[config.mk]
export PLATFORM = sky130hd
export DESIGN_NAME = mmu_address_extender
export DESIGN_NICKNAME = d
export VERILOG_FILES = /design/src/core/mmu_pkg.sv /design/src/core/stack_if.sv /design/src/core/stack_pointer_unit.sv /design/src/core/mmu_address_extender.sv
export SDC_FILE = /design/constraint.sdc
export NUM_CORES = 1
export LEC_CHECK = 0
export ABC_AREA = 1
export BUFFER_PORTS_ARGS = -buffer_cell sky130_fd_sc_hd__clkbuf_2
export CORE_UTILIZATION = 45
export DETAILED_ROUTE_END_ITERATION = 8
export PLACE_DENSITY_LB_ADDON = 0.15
export SLEW_MARGIN = 30
export SYNTH_ARGS = -nofsm -noshare
export SYNTH_HDL_FRONTEND = slang
export SYNTH_SLANG_ARGS = --single-unit
[constraint.sdc]
create_clock -name clk -period 6.6 [get_ports clk]
set_clock_uncertainty 0.1 [all_clocks]
set_input_delay 0.99 -clock clk [delete_from_list [all_inputs] [get_ports clk]]
set_output_delay 0.99 -clock clk [all_outputs]
set_load 0.005 [all_outputs]
[src/core/mmu_pkg.sv]
// Constants and types shared by the address extender and its stack pointer unit.
package mmu_pkg;
  // ****************************************************************
  // Widths
  // ****************************************************************
  localparam int REG_ADDR_W = 8;
  localparam int DATA_W     = 8;
  localparam int LOG_W      = 16;
  localparam int PHYS_W     = 22;
  localparam int SEG_W      = 6;
  localparam int PAGE_W     = 8;
  localparam int OFFS_W     = 14;
  localparam int PPTR_W     = 6;
  localparam int NUM_DPR    = 4;

  // ****************************************************************
  // Register map
  // ****************************************************************
  localparam logic [7:0] MODE_CTRL_ADDR  = 8'hEB;
  localparam logic [7:0] EXT_MODE2_ADDR  = 8'hF6;
  localparam logic [5:0] MMU_PAGE        = 6'h15;
  localparam logic [7:0] DPR_BASE_F      = 8'hF0;
  localparam logic [7:0] DPR_BASE_E      = 8'hE0;
  localparam logic [7:0] CODE_SEG_ADDR   = 8'hF8;
  localparam logic [7:0] IRQ_SEG_ADDR    = 8'hF9;
  localparam logic [7:0] DMA_SEG_ADDR    = 8'hFA;

  // ****************************************************************
  // Field positions and reset values
  // ****************************************************************
  localparam int EXT2_DPR_REMAP_BIT = 5;
  localparam int EXT2_CS_ENABLE_BIT = 7;
  localparam int MODE_SYS_STACK_BIT = 1;
  localparam int MODE_USR_STACK_BIT = 0;
  localparam logic [7:0]  REG_RESET  = 8'h00;
  localparam logic [5:0]  SEG_RESET  = 6'h00;
  localparam logic [15:0] SP_RESET   = 16'h0000;
  localparam logic [15:0] SP_STEP    = 16'h0001;

  // Kind of memory access, one-hot.
  typedef enum logic [3:0] {
    ACC_PROG = 4'h1,
    ACC_DATA = 4'h2,
    ACC_DMA  = 4'h4,
    ACC_IRQ  = 4'h8
  } acc_kind_t;
endpackage

[src/core/stack_if.sv]
// Signals between the address extender and its stack pointer unit.
`timescale 1ns/100ps
interface stack_if;
  logic        sys_push;
  logic        sys_pop;
  logic        usr_push;
  logic        usr_pop;
  logic        load_sys;
  logic        load_usr;
  logic [15:0] load_value;
  logic        sys_in_regfile;
  logic        usr_in_regfile;
  logic [15:0] stack_addr;
  logic        stack_regfile;
  logic        stack_valid;
  logic [15:0] sys_ptr;
  logic [15:0] usr_ptr;

  modport ctrl (output sys_push, sys_pop, usr_push, usr_pop, load_sys, load_usr,
                output load_value, sys_in_regfile, usr_in_regfile,
                input stack_addr, stack_regfile, stack_valid, sys_ptr, usr_ptr);
  modport unit (input sys_push, sys_pop, usr_push, usr_pop, load_sys, load_usr,
                input load_value, sys_in_regfile, usr_in_regfile,
                output stack_addr, stack_regfile, stack_valid, sys_ptr, usr_ptr);
endinterface

[src/core/stack_pointer_unit.sv]
// System and user stack pointers with pre-decrement push and post-increment pop.
`timescale 1ns/100ps
module stack_pointer_unit (
  input wire logic clk,
  input wire logic rst,
  stack_if.unit    sp
);
  // ****************************************************************
  // Operation decode
  // ****************************************************************
  // A system push or pop takes the cycle; a user push or pop in the same cycle is dropped.
  wire        sys_op   = sp.sys_push | sp.sys_pop;
  wire        usr_op   = (sp.usr_push | sp.usr_pop) & ~sys_op;
  wire [15:0] sys_dec  = sp.sys_ptr - mmu_pkg::SP_STEP;
  wire [15:0] sys_inc  = sp.sys_ptr + mmu_pkg::SP_STEP;
  wire [15:0] usr_dec  = sp.usr_ptr - mmu_pkg::SP_STEP;
  wire [15:0] usr_inc  = sp.usr_ptr + mmu_pkg::SP_STEP;

  // System stack pointer: loads, pushes and pops by the core.
  always_ff @(posedge clk or posedge rst) begin
    if (rst) begin
      sp.sys_ptr <= mmu_pkg::SP_RESET;
    end else if (sp.load_sys) begin
      sp.sys_ptr <= sp.load_value;
    end else if (sp.sys_push) begin
      sp.sys_ptr <= sys_dec;
    end else if (sp.sys_pop) begin
      sp.sys_ptr <= sys_inc;
    end
  end

  // User stack pointer moves only on explicit user operations.
  always_ff @(posedge clk or posedge rst) begin
    if (rst) begin
      sp.usr_ptr <= mmu_pkg::SP_RESET;
    end else if (sp.load_usr) begin
      sp.usr_ptr <= sp.load_value;
    end else if (usr_op && sp.usr_push) begin
      sp.usr_ptr <= usr_dec;
    end else if (usr_op) begin
      sp.usr_ptr <= usr_inc;
    end
  end

  // Stack access address: push writes below the old pointer, pop reads at it.
  always_ff @(posedge clk or posedge rst) begin
    if (rst) begin
      sp.stack_addr    <= mmu_pkg::SP_RESET;
      sp.stack_regfile <= 1'b0;
      sp.stack_valid   <= 1'b0;
    end else begin
      sp.stack_valid   <= sys_op | usr_op;
      sp.stack_regfile <= sys_op ? sp.sys_in_regfile : sp.usr_in_regfile;
      if (sys_op) begin
        sp.stack_addr <= sp.sys_push ? sys_dec : sp.sys_ptr;
      end else if (usr_op) begin
        sp.stack_addr <= sp.usr_push ? usr_dec : sp.usr_ptr;
      end
    end
  end
endmodule

[src/core/mmu_address_extender.sv]
// Segment and page address extension from 16-bit logical to 22-bit physical addresses.
`timescale 1ns/100ps

// How it works
// - DMA with page-select set takes its segment from the DMA segment register.
// - DMA with page-select clear takes its segment from the interrupt segment register.
// - Logical address bits 15:14 pick one of four data page registers.
// - Selected 8-bit page sits above the low 14 address bits, making 22 bits.
// - Every access kind takes the same single cycle; translation adds none.
// - Data page registers live in the memory-management page of group F.
// - Mode bit 5 of extended mode two moves them into group E.
// - Calls push return address and flags, plus code segment when enabled.
// - User stack pointer changes only on user push, user pop and user load.
// - Two mode bits place each stack in RAM (0) or register file (1).
// - Push decrements the pointer first, then writes.
// - Registers and data bus are 8 bits; words are register or byte pairs.
// - Program, DMA and interrupt accesses put 6 segment bits above 16 bits.
// - Pop reads at the pointer, then increments it.
module mmu_address_extender #(
  parameter int NUM_DPR = mmu_pkg::NUM_DPR
) (
  input  wire logic                          clk,
  input  wire logic                          rst,
  input  wire logic [mmu_pkg::REG_ADDR_W-1:0] reg_addr,
  input  wire logic [mmu_pkg::PPTR_W-1:0]     page_ptr,
  input  wire logic [mmu_pkg::DATA_W-1:0]     reg_wdata,
  input  wire logic                          reg_we,
  input  wire logic                          reg_re,
  output      logic [mmu_pkg::DATA_W-1:0]     reg_rdata,
  input  wire logic                          acc_valid,
  input  wire mmu_pkg::acc_kind_t             acc_kind,
  input  wire logic [mmu_pkg::LOG_W-1:0]      acc_addr,
  input  wire logic                          dma_page_select,
  output      logic [mmu_pkg::PHYS_W-1:0]     phys_addr,
  output      logic                          phys_valid,
  input  wire logic                          call_event,
  output      logic                          push_code_segment,
  input  wire logic                          sys_push,
  input  wire logic                          sys_pop,
  input  wire logic                          usr_push,
  input  wire logic                          usr_pop,
  input  wire logic                          load_sys,
  input  wire logic                          load_usr,
  input  wire logic [mmu_pkg::LOG_W-1:0]      load_value,
  output      logic [mmu_pkg::LOG_W-1:0]      stack_addr,
  output      logic                          stack_regfile,
  output      logic                          stack_valid
);
  // ****************************************************************
  // Registers
  // ****************************************************************
  logic [mmu_pkg::DATA_W-1:0] core_mode_control;
  logic [mmu_pkg::DATA_W-1:0] extended_mode_control_two;
  logic [mmu_pkg::SEG_W-1:0]  code_segment_reg;
  logic [mmu_pkg::SEG_W-1:0]  interrupt_segment_reg;
  logic [mmu_pkg::SEG_W-1:0]  dma_segment_reg;
  logic [mmu_pkg::PAGE_W-1:0] data_page_reg [NUM_DPR];

  stack_if sp ();

  // Register decode for the fixed, paged and relocatable locations.
  wire dpr_remap   = extended_mode_control_two[mmu_pkg::EXT2_DPR_REMAP_BIT];
  wire in_mmu_page = (page_ptr == mmu_pkg::MMU_PAGE);
  wire hit_mode    = (reg_addr == mmu_pkg::MODE_CTRL_ADDR);
  wire hit_ext2    = in_mmu_page && (reg_addr == mmu_pkg::EXT_MODE2_ADDR);
  wire hit_code    = in_mmu_page && (reg_addr == mmu_pkg::CODE_SEG_ADDR);
  wire hit_irq     = in_mmu_page && (reg_addr == mmu_pkg::IRQ_SEG_ADDR);
  wire hit_dma     = in_mmu_page && (reg_addr == mmu_pkg::DMA_SEG_ADDR);
  wire hit_dpr_f   = !dpr_remap && in_mmu_page &&
                     (reg_addr[7:2] == mmu_pkg::DPR_BASE_F[7:2]);
  wire hit_dpr_e   = dpr_remap && (reg_addr[7:2] == mmu_pkg::DPR_BASE_E[7:2]);
  wire hit_dpr     = hit_dpr_f | hit_dpr_e;
  wire [1:0] dpr_idx = reg_addr[1:0];

  // Mode and segment registers, all cleared at reset.
  always_ff @(posedge clk or posedge rst) begin
    if (rst) begin
      core_mode_control         <= mmu_pkg::REG_RESET;
      extended_mode_control_two <= mmu_pkg::REG_RESET;
      code_segment_reg          <= mmu_pkg::SEG_RESET;
      interrupt_segment_reg     <= mmu_pkg::SEG_RESET;
      dma_segment_reg           <= mmu_pkg::SEG_RESET;
    end else if (reg_we) begin
      if (hit_mode) core_mode_control <= reg_wdata;
      if (hit_ext2) extended_mode_control_two <= reg_wdata;
      if (hit_code) code_segment_reg <= reg_wdata[mmu_pkg::SEG_W-1:0];
      if (hit_irq) interrupt_segment_reg <= reg_wdata[mmu_pkg::SEG_W-1:0];
      if (hit_dma) dma_segment_reg <= reg_wdata[mmu_pkg::SEG_W-1:0];
    end
  end

  // One data page register per entry, written at its decoded location.
  for (genvar i = 0; i < NUM_DPR; i++) begin : g_dpr
    always_ff @(posedge clk or posedge rst) begin
      if (rst) begin
        data_page_reg[i] <= mmu_pkg::REG_RESET;
      end else if (reg_we && hit_dpr && dpr_idx == 2'(i)) begin
        data_page_reg[i] <= reg_wdata;
      end
    end
  end

  // Read mux; unmapped locations read zero.
  wire [7:0] seg_rd = hit_code ? {2'h0, code_segment_reg} :
                      hit_irq  ? {2'h0, interrupt_segment_reg} :
                      hit_dma  ? {2'h0, dma_segment_reg} : mmu_pkg::REG_RESET;
  wire [7:0] next_rdata = hit_mode ? core_mode_control :
                          hit_ext2 ? extended_mode_control_two :
                          hit_dpr  ? data_page_reg[dpr_idx] : seg_rd;

  always_ff @(posedge clk or posedge rst) begin
    if (rst) begin
      reg_rdata <= mmu_pkg::REG_RESET;
    end else if (reg_re) begin
      reg_rdata <= next_rdata;
    end
  end

  // ****************************************************************
  // Address translation
  // ****************************************************************
  // Segment source by kind; DMA picks between its own and the interrupt segment.
  wire [5:0] dma_seg = dma_page_select ? dma_segment_reg : interrupt_segment_reg;
  wire [5:0] seg_sel = (acc_kind == mmu_pkg::ACC_DMA) ? dma_seg :
                       (acc_kind == mmu_pkg::ACC_IRQ) ? interrupt_segment_reg :
                       code_segment_reg;
  wire [1:0]  page_idx   = acc_addr[mmu_pkg::LOG_W-1:mmu_pkg::OFFS_W];
  wire [21:0] seg_phys   = {seg_sel, acc_addr};
  wire [21:0] data_phys  = {data_page_reg[page_idx], acc_addr[mmu_pkg::OFFS_W-1:0]};
  wire        is_data    = (acc_kind == mmu_pkg::ACC_DATA);
  wire [21:0] next_phys  = is_data ? data_phys : seg_phys;

  // Every kind of access is registered once, so all take the same time.
  always_ff @(posedge clk or posedge rst) begin
    if (rst) begin
      phys_addr  <= {mmu_pkg::PHYS_W{1'b0}};
      phys_valid <= 1'b0;
    end else begin
      phys_valid <= acc_valid;
      if (acc_valid) phys_addr <= next_phys;
    end
  end

  // Code segment joins the return frame only when the extended mode asks for it.
  always_ff @(posedge clk or posedge rst) begin
    if (rst) begin
      push_code_segment <= 1'b0;
    end else begin
      push_code_segment <= call_event &&
                           extended_mode_control_two[mmu_pkg::EXT2_CS_ENABLE_BIT];
    end
  end

  // ****************************************************************
  // Stacks
  // ****************************************************************
  // Stack location bits come from the mode register.
  assign sp.sys_push       = sys_push;
  assign sp.sys_pop        = sys_pop;
  assign sp.usr_push       = usr_push;
  assign sp.usr_pop        = usr_pop;
  assign sp.load_sys       = load_sys;
  assign sp.load_usr       = load_usr;
  assign sp.load_value     = load_value;
  assign sp.sys_in_regfile = core_mode_control[mmu_pkg::MODE_SYS_STACK_BIT];
  assign sp.usr_in_regfile = core_mode_control[mmu_pkg::MODE_USR_STACK_BIT];
  assign stack_addr        = sp.stack_addr;
  assign stack_regfile     = sp.stack_regfile;
  assign stack_valid       = sp.stack_valid;

  stack_pointer_unit u_stack (
    .clk (clk),
    .rst (rst),
    .sp  (sp.unit)
  );
endmodule

After elaboration in Yosys (flattened, before gate mapping). Index checks and enable logic that the tools add are counted.

Bits of input ports: 71. Bits in registers: 148.

Order comparisons: 2. Bitwise gates (word level): 8. Reduce and logical (&&, ||, !) cells: 24. Eq/ne operators: 14. Muxes and demuxes: 27. Add/sub/neg operators: 4.

Operators with widths (number): 2-to-1 mux 16 bit (10); 2-to-1 mux 8 bit (7); equality test 8 bit, second input constant (5); 2-to-1 mux 6 bit (6); adder 16 x 1 -> 16 bit, second input constant (2); binary-select mux 8 bit (select 2 bit) (2); subtractor 16 x 1 -> 16 bit, second input constant (2); 2-to-1 mux 22 bit (1); logical AND 1 bit (14); equality test 6 bit, second input constant (2); AND reduction 2 bit (5); equality test 6 x 5 -> 1 bit, second input constant (1); >= comparator 3 bit, second input constant (2); NOT 2 -> 3 bit (2); nonzero test 3 bit (2); equality test 2 bit, second input constant (2); equality test 4 x 2 -> 1 bit, second input constant (1); equality test 4 x 3 -> 1 bit, second input constant (1); equality test 4 bit, second input constant (1); bitwise OR 1 bit (4); equality test 2 x 1 -> 1 bit, second input constant (1); zero test 2 bit (1); nonzero test 2 bit (1); AND 1 bit (1); 3 further kinds (3).

Depth between registers and ports, before layout.
Depth in word-level cells: 8. Depth in mapped cells: 11.

Cells and area by module. A second synthesis with hierarchy kept.

Cells, all modules: 1282. Area total of the unflattened synthesis: 9230.1 um^2.

Modules (own cells, without submodules): mmu_address_extender (seq. area each 2452.4 um^2, times used 1, cells each 581, area an instance 4884.7 um^2); stack_pointer_unit (seq. area each 1251.2 um^2, times used 1, cells each 701, area an instance 4345.4 um^2).

Worst setup path after synthesis. Ideal clock, no wire load.

Path type: input to register. Start point: input port reg_addr[6] in the netlist's numbering. End point: register data_page_reg[24] in the netlist's numbering. Buffers on the path: 1. Slack: 4321 ps. Arrival: 2054 ps. Stages on the path: 9. Library setup time: 125 ps. Path through: nand2_1 > nor2_4 > nand2_2 > a21oi_4 > and3_4 > nand2_4 > buf_6 > nand2_1 > o21ai_2.

Cells in the longest elaborated chain, start to end: 5. Elaborated cells between the ends (all ways): 7.

Ends and longest elaborated chain: start, declared (line mmu_address_extender.sv:24) `input wire logic [mmu_pkg::REG_ADDR_W-1:0] reg_addr,`; equality test 6 bit, on equally long branches (line mmu_address_extender.sv:70, mmu_address_extender.sv:71); logical AND 1 bit, on equally long branches (line mmu_address_extender.sv:69, mmu_address_extender.sv:71); bitwise OR 1 bit * (line mmu_address_extender.sv:72) `wire hit_dpr = hit_dpr_f | hit_dpr_e;`; logical AND 1 bit * (2 in a row) (line mmu_address_extender.sv:97) `end else if (reg_we && hit_dpr && dpr_idx == 2'(i)) begin`; end signal, assigned by index (line mmu_address_extender.sv:96) `data_page_reg[i] <= mmu_pkg::REG_RESET;`; end signal, assigned by index (line mmu_address_extender.sv:98) `data_page_reg[i] <= reg_wdata;`; end, declared (line mmu_address_extender.sv:57) `logic [mmu_pkg::PAGE_W-1:0] data_page_reg [NUM_DPR];`.

Every way passes the cells marked *; elsewhere a longest branch is shown, timed or not. A chain may end at the register's enable or synchronous reset.

Final worst setup path.
Start point: input port sys_push. End point: register u_stack.sp.stack_addr[6].

Cells in the longest elaborated chain, start to end: 4. Elaborated cells between the ends (all ways): 6.

Ends and longest elaborated chain: start, declared (line mmu_address_extender.sv:38) `input wire logic sys_push,`; bitwise OR 1 bit (line stack_pointer_unit.sv:12) `wire sys_op = sp.sys_push | sp.sys_pop;`; NOT 1 bit (line stack_pointer_unit.sv:13) `wire usr_op = (sp.usr_push | sp.usr_pop) & ~sys_op;`; AND 1 bit (line stack_pointer_unit.sv:13); nonzero test 2 bit (no line); end signal, assigned (line stack_pointer_unit.sv:48) `sp.stack_addr <= mmu_pkg::SP_RESET;`; end signal, assigned (line stack_pointer_unit.sv:55) `sp.stack_addr <= sp.sys_push ? sys_dec : sp.sys_ptr;`; end signal, assigned (line stack_pointer_unit.sv:57) `sp.stack_addr <= sp.usr_push ? usr_dec : sp.usr_ptr;`; end, declared (line stack_if.sv:24) `output stack_addr, stack_regfile, stack_valid, sys_ptr, usr_ptr);`.

Parallel ways exist; a longest one is shown, timed or not.

==> run metrics <==
status complete, no violations; post-synthesis sequential area ratio 41.16%; grt ovf 0; number of max-cap violations 0; share of layout cells above drive strength 1 16.77%; Non-Filler Instances 1619; clock-pin slew on the worst setup and hold paths 0.06 ns; HP Class flop to flop; vias in the first global route 8052; fill count 1946; num rows 51; Initial DRT Pass Iterations 6; Hold Startpoint reg_rdata[1]; final worst slack 3.682 ns; static leakage 5.174 nW; FMAX 342.7 MHz; die area 0.02057 mm2; Max FO, Critical Path 19; CP endpoint kind flop; PortBufs 120; Mapped Nets 1324; fin area 0.01032 mm2; worst path cell trace clkbuf_2 > clkinv_1 > nand2_1 > o21ai_0 > a21oi_1 > nand3_1 > o21ai_0 > inv_1; Arr. time, crit path 3.12 ns; critical path's slowest cell nand2_1; most frequent CP cell o21ai_0; Worst setup SP type primary input; Inserted Clock Buffers 17; root buffer cell clkbuf_16; worst rel slew slack 43.41%; first-pass GRT wire length 43750 um; VDD IR max 0.0001756 V; core area 0.01953 mm2; die width 143.4 um; routed via count 8845; clock latency at the later pin of the worst-skew pair 0.43 ns; I/O pins 121; Post-DP Area 0.009704 mm2; Total Neg Setup Slack 0 ns; synth unique cells 42; max-slew violations 0; pin count of the biggest net entering global routing 100; R2R Setup Slk 4.46 ns; min Tclk post-route 2.918 ns; initial antenna violation count 0; clk sinks 148; critical path class primary input to flop; Vias per Instance 5.463; Slew @ Worst Pin 0.8468 ns; Avg WL per Cell 17.21 um; r2r endpoint u_stack.sp.stack_addr[6]; DR DRC count 0; syn avg cell area 7.205 um2; Post-Synthesis Cells 1249; Hold Crit Depth 2; # diodes 0; CP delay by family, top buffers and inverters; post-route ant nets 0; RSZ-0062 raised after global routing no; PD cells 236.5 mW/mm2; worst path required time 6.80 ns; Placed Instances 1588; hold_ws 0.3795 ns; CTS tree done; # hold bufs at CTS 0; initial DRC count 671; Critical R2R Launch u_stack.sp.sys_ptr[0]; GRT Util Overall 28.23%; DP Wirelength 20200 um; postcts setup bufs 0; H-tree depth 4; drt total wl 27860 um; fin crit share 44.21%; CTS resizes 0; Placer Congestion 0.9351; Initial Util 46.08%; layout net count 1417; post-synthesis cell area 0.008999 mm2; slowest stage delay, CP 0.62 ns; Area growth syn-to-layout 14.74%; hold path endpoint reg_rdata[1]; Yosys warnings 0; Final Hold Viols 0; maximum clock path buffer count 2; R2R cell count 9; die height 143.4 um; flops & latches, synth 148; final setup violation count 0; max reg flops 32; worst slack at placement 3.323 ns; CP bufs+invs 3
==> cells by family after synthesis <==
group,count (synthesis),synth area share (%)
and+or+nand+nor,623,30.09
AOI/OAI and AO/OA,245,15.60
buffers and inverters,195,8.829
DFF,148,41.16
muxes,19,2.308
xor gates and xnor gates,15,1.460
adders and majority gates,4,0.5562
==> metal layers <==
metal / vias up / global-route usage (%) / wire (um)
li1: 4268 / - / -
met1: 4133 / 39.83 / 12460
met2: 396 / 43.48 / 12520
met3: 48 / 4.965 / 2240
met4: 0 / 9.686 / 646
met5: - / 0 / 0
==> worst min-delay path: stages (launching register included) <==
cell,delay (ns)
dfrtp_1,0.34
nand2_1,0.05
nand2_1,0.05
==> layout make-up <==
type	count	area, um2	area share, %
clock buffers	21	470.5	4.556
clock inverters	10	147.6	1.430
inverters	148	563.0	5.453
multi-input cells	906	4501	43.59
flip-flops and latches	148	3704	35.87
well taps	265	331.6	3.211
repair buffers	121	608.1	5.889
==> synthesized netlist by cell type, drive strengths merged <==
cell type | n | area, um2
mux2i | 5 | 50.05
o211ai | 7 | 52.55
ha | 4 | 50.05
xnor2 | 1 | 8.760
dfrtp | 148 | 3704
o21ai | 170 | 907.1
clkinv | 1 | 3.750
o31ai | 2 | 15.01
a22oi | 4 | 30.03
and3 | 1 | 11.26
o21bai | 1 | 7.510
xor2 | 14 | 122.6
or2 | 6 | 37.54
o221ai | 14 | 122.6
buf | 23 | 148.9
clkbuf | 24 | 90.09
mux2 | 14 | 157.7
nor3 | 5 | 25.02
a21oi | 30 | 161.4
nand4 | 20 | 125.1
nand2 | 350 | 1381
nand3b | 5 | 37.54
nor2 | 143 | 615.6
and2 | 3 | 18.77
inv | 147 | 551.8
nand3 | 90 | 455.4
o22ai | 11 | 68.82
a31oi | 5 | 31.28
a21o | 1 | 7.510
==> per-stage QoR <==
| stage | utilization [%] | total power, mW |
|---|---|---|
| after detailed placement | 49.70 | 1.416 |
| after floorplan | - | 1.270 |
| final | 52.88 | 2.442 |
| after CTS | 52.86 | 2.451 |
| after global routing | 52.88 | 2.549 |
| after global placement | 49.70 | 1.413 |
==> where the power goes <==
| part | total [mW] | internal, mW | leakage, nW | switching (mW) |
|---|---|---|---|---|
| sequential | 1.03 | 0.963 | 1.93 | 0.0691 |
| combinational | 0.374 | 0.128 | 2.95 | 0.246 |
| clock | 1.04 | 0.627 | 0.292 | 0.409 |
| total | 2.44 | 1.72 | 5.17 | 0.724 |
==> cells in the final DEF, fill, tap and decap left out, drive strengths merged <==
cell type,netlist,routed
nand2,350,350
o21ai,170,170
inv,147,149
dfrtp,148,148
nor2,143,143
clkbuf,24,141
nand3,90,90
a21oi,30,30
nand4,20,20
mux2,14,14
o221ai,14,14
xor2,14,14
o22ai,11,11
o211ai,7,7
or2,6,6
mux2i,5,5
a31oi,5,5
nand3b,5,5
nor3,5,5
a22oi,4,4
ha,4,4
and2,3,3
clkinvlp,0,3
bufinv,0,3
clkinv,1,3
o31ai,2,2
and3,1,1
a21o,1,1
xnor2,1,1
o21bai,1,1
buf,23,1
==> worst max path at each step <==
stage,from,cells past startpoint,endpoint
final,sys_push,8,u_stack.sp.stack_addr[6]
after global routing,sys_push,8,u_stack.sp.stack_addr[6]
after CTS,sys_push,8,u_stack.sp.stack_addr[6]
after detailed placement,sys_push,8,u_stack.sp.stack_addr[6]
after global placement,sys_push,8,u_stack.sp.stack_addr[6]
after floorplan,rst,1,code_segment_reg[0]
Note: power is estimated with default switching activity, not from simulation.
